--- config.mk ---
export PLATFORM = sky130hd
export DESIGN_NAME = zone_guard
export DESIGN_NICKNAME = d
export VERILOG_FILES = /design/src/inc/zone_guard_pkg.sv /design/src/hdl/zone_guard.sv
export VERILOG_INCLUDE_DIRS = /design/src /design/src/inc
export SDC_FILE = /design/constraint.sdc
export NUM_CORES = 1
export LEC_CHECK = 0
export BUFFER_PORTS_ARGS = -buffer_cell sky130_fd_sc_hd__buf_2
export CAP_MARGIN = 20
export CORE_MARGIN = 2
export CORE_UTILIZATION = 35
export CTS_BUF_LIST = sky130_fd_sc_hd__clkbuf_4
export DETAILED_ROUTE_END_ITERATION = 10
export GPL_TIMING_DRIVEN = 0
export SYNTH_ARGS = -nofsm -noshare
export SYNTH_HDL_FRONTEND = slang
export SYNTH_SLANG_ARGS = --single-unit
--- constraint.sdc ---
create_clock -name clk -period 5.2 [get_ports clk]
set_clock_uncertainty 0.1 [all_clocks]
set_input_delay 1.3 -clock clk [delete_from_list [all_inputs] [get_ports clk]]
set_output_delay 1.3 -clock clk [all_outputs]
set_load 0.01 [all_outputs]
--- src/inc/zone_guard_map.svh ---
`ifndef ZONE_GUARD_MAP_SVH
`define ZONE_GUARD_MAP_SVH
// Register word indexes on the control bus
`define ZG_REG_KEY0 4'h0
`define ZG_REG_KEY1 4'h1
`define ZG_REG_KEY2 4'h2
`define ZG_REG_KEY3 4'h3
`define ZG_REG_ZONE_SEL 4'h4
`define ZG_REG_RAM_CLAIM 4'h5
`define ZG_REG_SECT_CLAIM 4'h6
`define ZG_REG_STATUS 4'h7
`define ZG_REG_PWD_LOAD 4'h8
// Field layout
`define ZG_NUM_ZONES 3
`define ZG_NUM_RAM 8
`define ZG_NUM_SECT 16
`define ZG_SECT_N 4'hF
`define ZG_SECT_A 4'h0
`define ZG_ZONE_M1 2'h0
`define ZG_ZONE_M2 2'h1
`define ZG_ZONE_C 2'h2
// Reset values
`define ZG_RAM_CLAIM_RST 16'h0000
`define ZG_SECT_CLAIM_RST 32'h0000_0000
`define ZG_PWD_ONES 128'hFFFF_FFFF_FFFF_FFFF_FFFF_FFFF_FFFF_FFFF
`define ZG_PWD_ZERO 128'h0
`endif

--- src/inc/zone_guard_pkg.sv ---
package zone_guard_pkg;
   // Requester that issued a memory access
   typedef enum logic {src_cpu, src_debug} src_type;
   // Memory region kind
   typedef enum logic [1:0] {reg_open, reg_ram, reg_sect} region_type;
   // Bus slave sequencing
   typedef enum logic [1:0] {bus_idle, bus_ack, bus_done} bus_state_type;
endpackage

--- src/hdl/zone_guard.sv ---
// Overview of operation
// - Blocked reads return zero, no stall.
// - Locked, secure PC: block debug only.
// - Locked, unsecure PC: block everything.
// - Judge each access by current PC.
// - Each zone owns a 128-bit password.
// - Password lives in zone's own sector.
// - Matching keys unlock the zone.
// - All-ones password means unlocked.
// - Reading erased password alone unlocks.
// - All-zero password keeps zone locked.
// - Zero password after reset never unlocks.
// - Two master zones, one control zone.
// - Claim registers map RAM and sectors.
// - Sector N zone one, A zone two.
//
// The address map and the Avalon-MM register port are this design's own decisions.
`timescale 1ns/10ps
`default_nettype none
`include "zone_guard_map.svh"

module zone_guard
(
   input wire logic clk,
   input wire logic rst,
   // Avalon-MM control slave
   input wire logic [3:0] avs_address,
   input wire logic avs_read,
   input wire logic avs_write,
   input wire logic [31:0] avs_writedata,
   output logic [31:0] avs_readdata,
   output logic avs_waitrequest,
   // Access request from CPU or debug path
   input wire logic acc_valid,
   input wire logic acc_debug,
   input wire logic acc_write,
   input wire logic [1:0] acc_zone_space,
   input wire logic acc_ram,
   input wire logic [3:0] acc_block,
   input wire logic acc_pc_secure,
   input wire logic [31:0] acc_wdata,
   // Memory side
   input wire logic [31:0] mem_rdata,
   output logic mem_we_ff,
   output logic [31:0] mem_wdata_ff,
   output logic acc_done_ff,
   output logic [31:0] acc_rdata_ff,
   output logic acc_blocked_ff,
   // Password word read from the zone's flash sector
   input wire logic pwd_valid,
   input wire logic [1:0] pwd_zone,
   input wire logic [1:0] pwd_word,
   input wire logic [31:0] pwd_data,
   output logic [2:0] zone_unlocked_ff
);

   // ****************************************
   // Storage
   // ****************************************
   logic [127:0] pwd_ff [0:2];
   logic [2:0] pwd_seen_ff;
   logic [127:0] key_ff [0:2];
   logic [1:0] zone_sel_ff;
   logic [15:0] ram_claim_ff;
   logic [31:0] sect_claim_ff;
   zone_guard_pkg::bus_state_type bus_state_ff;
   logic [31:0] rd_mux;
   logic [1:0] owner;
   logic blocked;
   logic [1:0] z;

   // Zone that owns a master-subsystem sector, sector N and A fixed
   function automatic logic [1:0] sect_owner(input logic [3:0] s, input logic [31:0] claim);
      logic [1:0] f;
      f = claim[{s, 1'b0} +: 2];
      if (s == `ZG_SECT_N)
         sect_owner = `ZG_ZONE_M1;
      else if (s == `ZG_SECT_A)
         sect_owner = `ZG_ZONE_M2;
      else
         sect_owner = f;
   endfunction

   // Two-bit claim field, 2'h3 means not secure
   function automatic logic [1:0] ram_owner(input logic [2:0] r, input logic [15:0] claim);
      ram_owner = claim[{r, 1'b0} +: 2];
   endfunction

   // ****************************************
   // Access judgement
   // ****************************************
   // Ownership and lock checked fresh on every access from live PC
   always_comb
   begin
      z = 2'h3;
      if (acc_zone_space == 2'h3)
         z = 2'h3; // Open space belongs to no zone
      else if (acc_zone_space == `ZG_ZONE_C)
         z = `ZG_ZONE_C;
      else if (acc_ram)
         z = ram_owner(acc_block[2:0], ram_claim_ff);
      else
         z = sect_owner(acc_block, sect_claim_ff);
      owner = z;
      blocked = 1'b0;
      if (owner != 2'h3 && !zone_unlocked_ff[owner])
      begin
         if (!acc_pc_secure)
            blocked = 1'b1;
         else
            blocked = acc_debug;
      end
   end

   // Single-cycle answer so the requester never stalls
   always_ff @(posedge clk)
   begin
      if (rst)
      begin
         acc_done_ff <= 1'b0;
         acc_rdata_ff <= 32'h0000_0000;
         acc_blocked_ff <= 1'b0;
         mem_we_ff <= 1'b0;
         mem_wdata_ff <= 32'h0000_0000;
      end
      else
      begin
         acc_done_ff <= acc_valid;
         acc_blocked_ff <= acc_valid & blocked;
         acc_rdata_ff <= (acc_valid && !acc_write && !blocked) ? mem_rdata : 32'h0000_0000;
         mem_we_ff <= acc_valid & acc_write & ~blocked;
         mem_wdata_ff <= acc_wdata;
      end
   end

   // ****************************************
   // Password capture and lock state
   // ****************************************
   // Password words come only from each zone's dedicated sector reads
   always_ff @(posedge clk)
   begin
      if (rst)
      begin
         pwd_seen_ff <= 3'h0;
         for (int i = 0; i < 3; i++)
            pwd_ff[i] <= `ZG_PWD_ZERO;
      end
      else if (pwd_valid && pwd_zone != 2'h3)
      begin
         pwd_ff[pwd_zone][{pwd_word, 5'h00} +: 32] <= pwd_data;
         if (pwd_word == 2'h3)
            pwd_seen_ff[pwd_zone] <= 1'b1;
      end
   end

   // Locked at reset; erased password unlocks on read, zero never does
   always_ff @(posedge clk)
   begin
      if (rst)
         zone_unlocked_ff <= 3'h0;
      else
         for (int i = 0; i < 3; i++)
         begin
            if (!pwd_seen_ff[i] || pwd_ff[i] == `ZG_PWD_ZERO)
               zone_unlocked_ff[i] <= 1'b0;
            else if (pwd_ff[i] == `ZG_PWD_ONES)
               zone_unlocked_ff[i] <= 1'b1;
            else if (key_ff[i] == pwd_ff[i])
               zone_unlocked_ff[i] <= 1'b1;
            else
               zone_unlocked_ff[i] <= 1'b0;
         end
   end

   // ****************************************
   // Control registers
   // ****************************************
   // Keys are written into the selected zone; a key change relocks on mismatch
   always_ff @(posedge clk)
   begin
      if (rst)
      begin
         zone_sel_ff <= `ZG_ZONE_M1;
         ram_claim_ff <= `ZG_RAM_CLAIM_RST;
         sect_claim_ff <= `ZG_SECT_CLAIM_RST;
         for (int i = 0; i < 3; i++)
            key_ff[i] <= `ZG_PWD_ONES;
      end
      else if (avs_write && bus_state_ff == zone_guard_pkg::bus_ack) // Lands on the edge that sees waitrequest low
      begin
         case (avs_address)
            `ZG_REG_KEY0, `ZG_REG_KEY1, `ZG_REG_KEY2, `ZG_REG_KEY3:
               if (zone_sel_ff != 2'h3)
                  key_ff[zone_sel_ff][{avs_address[1:0], 5'h00} +: 32] <= avs_writedata;
            `ZG_REG_ZONE_SEL: zone_sel_ff <= avs_writedata[1:0];
            `ZG_REG_RAM_CLAIM: ram_claim_ff <= avs_writedata[15:0];
            `ZG_REG_SECT_CLAIM: sect_claim_ff <= avs_writedata;
            default: ;
         endcase
      end
   end

   // Read mux; key registers read back zero to avoid leaking the key
   always_comb
   begin
      case (avs_address)
         `ZG_REG_ZONE_SEL: rd_mux = {30'h0, zone_sel_ff};
         `ZG_REG_RAM_CLAIM: rd_mux = {16'h0, ram_claim_ff};
         `ZG_REG_SECT_CLAIM: rd_mux = sect_claim_ff;
         `ZG_REG_STATUS: rd_mux = {26'h0, pwd_seen_ff, zone_unlocked_ff};
         default: rd_mux = 32'h0000_0000;
      endcase
   end

   // Two-step slave: waitrequest drops one cycle after the request
   always_ff @(posedge clk)
   begin
      if (rst)
      begin
         bus_state_ff <= zone_guard_pkg::bus_idle;
         avs_waitrequest <= 1'b1;
         avs_readdata <= 32'h0000_0000;
      end
      else
         case (bus_state_ff)
            zone_guard_pkg::bus_idle:
               if (avs_read || avs_write)
               begin
                  bus_state_ff <= zone_guard_pkg::bus_ack;
                  avs_waitrequest <= 1'b0;
                  avs_readdata <= rd_mux;
               end
            zone_guard_pkg::bus_ack:
            begin
               bus_state_ff <= zone_guard_pkg::bus_idle;
               avs_waitrequest <= 1'b1;
            end
            default:
            begin
               bus_state_ff <= zone_guard_pkg::bus_idle;
               avs_waitrequest <= 1'b1;
            end
         endcase
   end

   // ****************************************
   // Checks
   // ****************************************
   property p_block_read;
      @(posedge clk) disable iff (rst)
      (acc_valid && !acc_write && blocked) |=> (acc_rdata_ff == 32'h0000_0000 && acc_done_ff);
   endproperty
   a_block_read: assert property (p_block_read) else $error("blocked read not zero");

   property p_debug_only;
      @(posedge clk) disable iff (rst)
      (acc_valid && acc_pc_secure && !acc_debug) |=> !acc_blocked_ff;
   endproperty
   a_debug_only: assert property (p_debug_only) else $error("secure cpu access blocked");

   property p_unsecure_pc;
      @(posedge clk) disable iff (rst)
      (acc_valid && !acc_pc_secure && owner != 2'h3 && !zone_unlocked_ff[owner]) |=> acc_blocked_ff;
   endproperty
   a_unsecure_pc: assert property (p_unsecure_pc) else $error("locked access passed");

   property p_write_drop;
      @(posedge clk) disable iff (rst)
      (acc_valid && acc_write && blocked) |=> !mem_we_ff;
   endproperty
   a_write_drop: assert property (p_write_drop) else $error("blocked write reached memory");

   property p_zero_locked;
      @(posedge clk) disable iff (rst)
      (pwd_ff[0] == `ZG_PWD_ZERO) |=> !zone_unlocked_ff[0];
   endproperty
   a_zero_locked: assert property (p_zero_locked) else $error("zero password unlocked");

   property p_ones_open;
      @(posedge clk) disable iff (rst)
      (pwd_seen_ff[0] && pwd_ff[0] == `ZG_PWD_ONES) |=> zone_unlocked_ff[0];
   endproperty
   a_ones_open: assert property (p_ones_open) else $error("erased zone still locked");

   property p_sect_fixed;
      @(posedge clk) disable iff (rst)
      (acc_valid && !acc_ram && acc_zone_space[1] == 1'b0 && acc_block == `ZG_SECT_N) |-> owner == `ZG_ZONE_M1;
   endproperty
   a_sect_fixed: assert property (p_sect_fixed) else $error("sector N not zone one");

   property p_bus_ack;
      @(posedge clk) disable iff (rst)
      ($rose(avs_read) && bus_state_ff == zone_guard_pkg::bus_idle) |=> !avs_waitrequest ##1 avs_waitrequest;
   endproperty
   a_bus_ack: assert property (p_bus_ack) else $error("bus answer late");

   property p_done_pulse;
      @(posedge clk) disable iff (rst)
      acc_valid |=> acc_done_ff;
   endproperty
   a_done_pulse: assert property (p_done_pulse) else $error("access answer missing");

   property p_write_no_stall;
      @(posedge clk) disable iff (rst)
      (acc_valid && acc_write && blocked) |=> (acc_done_ff && acc_blocked_ff);
   endproperty
   a_write_no_stall: assert property (p_write_no_stall) else $error("blocked write stalled");

   property p_debug_write;
      @(posedge clk) disable iff (rst)
      (acc_valid && acc_write && acc_debug && owner != 2'h3 && !zone_unlocked_ff[owner]) |=> !mem_we_ff;
   endproperty
   a_debug_write: assert property (p_debug_write) else $error("debug write to locked zone");

   property p_key_match;
      @(posedge clk) disable iff (rst)
      (pwd_seen_ff[1] && pwd_ff[1] != `ZG_PWD_ZERO && key_ff[1] == pwd_ff[1]) |=> zone_unlocked_ff[1];
   endproperty
   a_key_match: assert property (p_key_match) else $error("matching keys left zone locked");

   property p_key_mismatch;
      @(posedge clk) disable iff (rst)
      (pwd_ff[1] != `ZG_PWD_ONES && key_ff[1] != pwd_ff[1]) |=> !zone_unlocked_ff[1];
   endproperty
   a_key_mismatch: assert property (p_key_mismatch) else $error("wrong keys unlocked zone");

   property p_unseen_locked;
      @(posedge clk) disable iff (rst)
      !pwd_seen_ff[2] |=> !zone_unlocked_ff[2];
   endproperty
   a_unseen_locked: assert property (p_unseen_locked) else $error("unread password unlocked");

   property p_ctrl_zero;
      @(posedge clk) disable iff (rst)
      (pwd_seen_ff[2] && pwd_ff[2] == `ZG_PWD_ZERO) |=> !zone_unlocked_ff[2];
   endproperty
   a_ctrl_zero: assert property (p_ctrl_zero) else $error("zero password zone opened");

   property p_sect_a;
      @(posedge clk) disable iff (rst)
      (acc_valid && !acc_ram && acc_zone_space[1] == 1'b0 && acc_block == `ZG_SECT_A) |-> owner == `ZG_ZONE_M2;
   endproperty
   a_sect_a: assert property (p_sect_a) else $error("sector A not zone two");

   property p_ctrl_space;
      @(posedge clk) disable iff (rst)
      (acc_valid && acc_zone_space == `ZG_ZONE_C) |-> owner == `ZG_ZONE_C;
   endproperty
   a_ctrl_space: assert property (p_ctrl_space) else $error("control space not control zone");

endmodule
`default_nettype wire

==> results.toml <==
[logic_synthesis]
ys_top_cells_by_area = "edfxtp_1 58%, dfxtp_1 7.9%, nand2_1 7.4%"
post-synth-top-count-cell = "nand2_1"
yosys.area_share.adder_pct = 0.411
yosysTopAreaCell = "edfxtp_1"
synth_compound_area_share_pct = 3.76
ys_warn_count = 0
synth_edf_count = 768
ys_ff_latch = 925
synthSimpleGateAreaFrac_pct = 19.1
muxShareOfSynthArea_pct = 0.696
synthArstFlopShare_pct = 0
synth_top_family_by_area = "simple AND/OR/NAND/NOR gates"
synthXorXnorAreaFrac_pct = 7.77
netlist_area_um2 = 39600
syn-num-nets = 3563
ys_seq_area_share_pct = 66.3
syn-instance-count = 3398
yosys-top-cells-count = "785 x nand2_1, 768 x edfxtp_1, 452 x nor2_1, 326 x xnor2_1, 215 x nand4_1"
synthFlopType = "edfxtp_1"
ys_types = 60
yosysTopAreaCellShare_pct = 58.3
syn_avg_cell_area_um2 = 11.6

[critical_path]
r2r.worst_path.cells = 6
arrival_ns = 5.32
regToRegSetupSlack_ns = 0.93
required_ns = 6.24
r2r_end = "zone_unlocked_ff[1]"
cp_max_fo = 3
r2r-start = "pwd_ff[1][1]"
critPathKind = "flip-flop to flip-flop"
critPathLaunchType = "flip-flop"
end_kind = "flip-flop"

[sta]
drv_slew = 0
hold_slack_ns = 0.188
layout_setup_ws_ns = 0.926
finalHoldViolations = 0
max-slew-margin-rel_pct = 17.4
period_needed_ns = 4.27
min_period_over_period_pct = 82.2
setup_viol = 0
rsz0062_at_grt = "no"
tightestPinTransition_ns = 1.23
max_freq_ghz = 0.234

[floorplan]
fp.coreArea_um2 = 112000
pin_count = 255
die_area_um2 = 116000
row_count = 123
die_w_um = 340
die_h_um = 340
start_util_pct = 35.2

[power]
p_clk_share_pct = 42.0
ir_drop_mv = 0.183
seqPwrFrac_pct = 50.8
switching_share_pct = 26.9
leakage_nw = 14.0
p_per_area_nw_per_um2 = 358
comb_power_share_pct = 7.2
p_sw_w = 0.00450
intPower_w = 0.0122

[place]
pre_cts_ws_ns = 0.390
port_buffers = 251
gp_congestion = 1.08
hpwl_um = 154000

[clocking]
htreeDepth = 5
post_cts_buffers = 0
cts.repair.resized = 0
clock_path_buffers = 4
path_clk_slew_ns = 0.06
cts_buffers = 274
clock-sinks = 925
cts_hold_buf = 0
cts.root.buffer_cell = "clkbuf_4"
clk_latency_ns = 1.29
cts_tree = "done"

[global_route]
grt-ovfl-total = 0
grt_first_pass_wirelength_um = 259000
antenna_found_initial = 30
grt_start_max_net_pins = 33
track_usage_pct = 33.4
grt_pass1_vias = 31000

[drt]
wl_per_cell_um = 34.8
post-route-drc-count = 0
vias_per_cell = 5.75
vias = 32500
first_pass_iters = 6
drtIter0Drc = 5227
antenna_left = 0
drt_wl_total_um = 197000

[cells_and_area]
layout-drive-gt1-share_pct = 18.9
area.growth.synth_to_final_pct = 18.2
nFillCells = 11000
final_nets = 4121
multiInputGateArea_um2 = 12700
seq_area_um2 = 26200
fin_util_pct = 41.6

[worst_hold_path]
worstHoldPathType = "input pin to flip-flop"
hold_path_end = "mem_wdata_ff[25]"
hold_start = "acc_wdata[25]"
holdPathStages = 2

[run]
cap_violations = 0

[run_status]
status = "finished, final reports clean"
-- sequential cells by signal, summed over array words and instances (netlist names) --
register / cells
acc_blocked_ff: 1
acc_done_ff: 1
acc_rdata_ff: 32
avs_readdata: 32
avs_waitrequest: 1
bus_state_ff: 1
key_ff: 384
mem_wdata_ff: 32
mem_we_ff: 1
pwd_ff: 384
pwd_seen_ff: 3
ram_claim_ff: 16
sect_claim_ff: 32
zone_sel_ff: 2
zone_unlocked_ff: 3
-- how the worst max path moves through the flow --
stage,from,endpoint,slack (ns),depth (start not counted)
floorplan,avs_address[0],key_ff[2][100],0.32,6
global placement,avs_address[0],key_ff[2][62],-2.54,7
detailed placement,rst,pwd_ff[0][28],0.39,6
CTS,pwd_ff[1][17],zone_unlocked_ff[1],1.45,6
global route,pwd_ff[1][1],zone_unlocked_ff[1],1.29,6
finish,pwd_ff[1][1],zone_unlocked_ff[1],0.93,6
-- logic make-up after synthesis --
logic type,after synthesis
AOI/OAI and AO/OA,200
xor gates and xnor gates,351
adders and majority gates,13
buffers and inverters,190
DFF,925
muxes,15
and+or+nand+nor,1704
-- layer usage --
layer  vias up  part of all wire, %  GRT usage (%)
li1      13400                    -              -
met1     15700                   35           40.9
met2      2683                   43           49.9
met3       669                   13           10.0
met4        22                  8.9           25.1
met5         -                0.072              0
-- metrics by stage --
| stage | power, W | setup TNS, ns | cell area, µm² | std cells |
|---|---|---|---|---|
| global route | 0.0172 | 0 | 46700 | 5638 |
| floorplan | 0.00897 | 0 | 39600 | 3398 |
| detailed placement | 0.00980 | 0 | 43400 | 5179 |
| global placement | 0.00976 | -599.09 | 42700 | 5149 |
| CTS | 0.0167 | 0 | 46700 | 5631 |
| finish | 0.0167 | 0 | 46700 | 5646 |
-- cell usage in the layout, fill, tap and decap left out, types with 11 or more instances in the layout --
master,instances
nor2b_1,44
clkbuf_1,138
buf_2,257
xor2_1,25
clkinv_1,45
edfxtp_1,768
dfxtp_1,157
a21boi_2,30
a22oi_1,35
diode_2,14
a21oi_1,74
inv_1,38
nand2_1,778
nor2_1,452
nand4_1,215
o22ai_1,11
nor4_1,155
xnor2_1,326
clkbuf_4,394
ha_1,13
buf_16,11
-- worst max-delay path, stage by stage, from the launching register on --
cell	delay (ns)
edfxtp_1	0.45
xnor2_1	0.45
nand4_1	0.62
nor4_1	1.06
nand2_1	0.10
nor4_1	1.02
o2111a_1	0.39
-- layout make-up --
type	instances	area share (%)
Clock inverter	59	0.819
Buffer	148	1.32
Tap cell	1500	4.02
Timing Repair Buffer	282	3.83
Sequential cell	925	56.1
Clock buffer	393	6.31
Antenna cell	14	0.0750
Multi-Input combinational cell	2283	27.2
Inverter	42	0.337
-- power groups by stage --
| stage | combinational [W] | clock (W) | sequential [W] |
|---|---|---|---|
| CTS | 0.00116 | 0.00705 | 0.00848 |
| global route | 0.00121 | 0.00746 | 0.00850 |
| finish | 0.00121 | 0.00703 | 0.00850 |
| detailed placement | 0.00116 | 0 | 0.00864 |
| global placement | 0.00110 | 0 | 0.00866 |
| floorplan | 0.000455 | 0 | 0.00852 |
No activity file was read; power rests on OpenSTA's default activity.
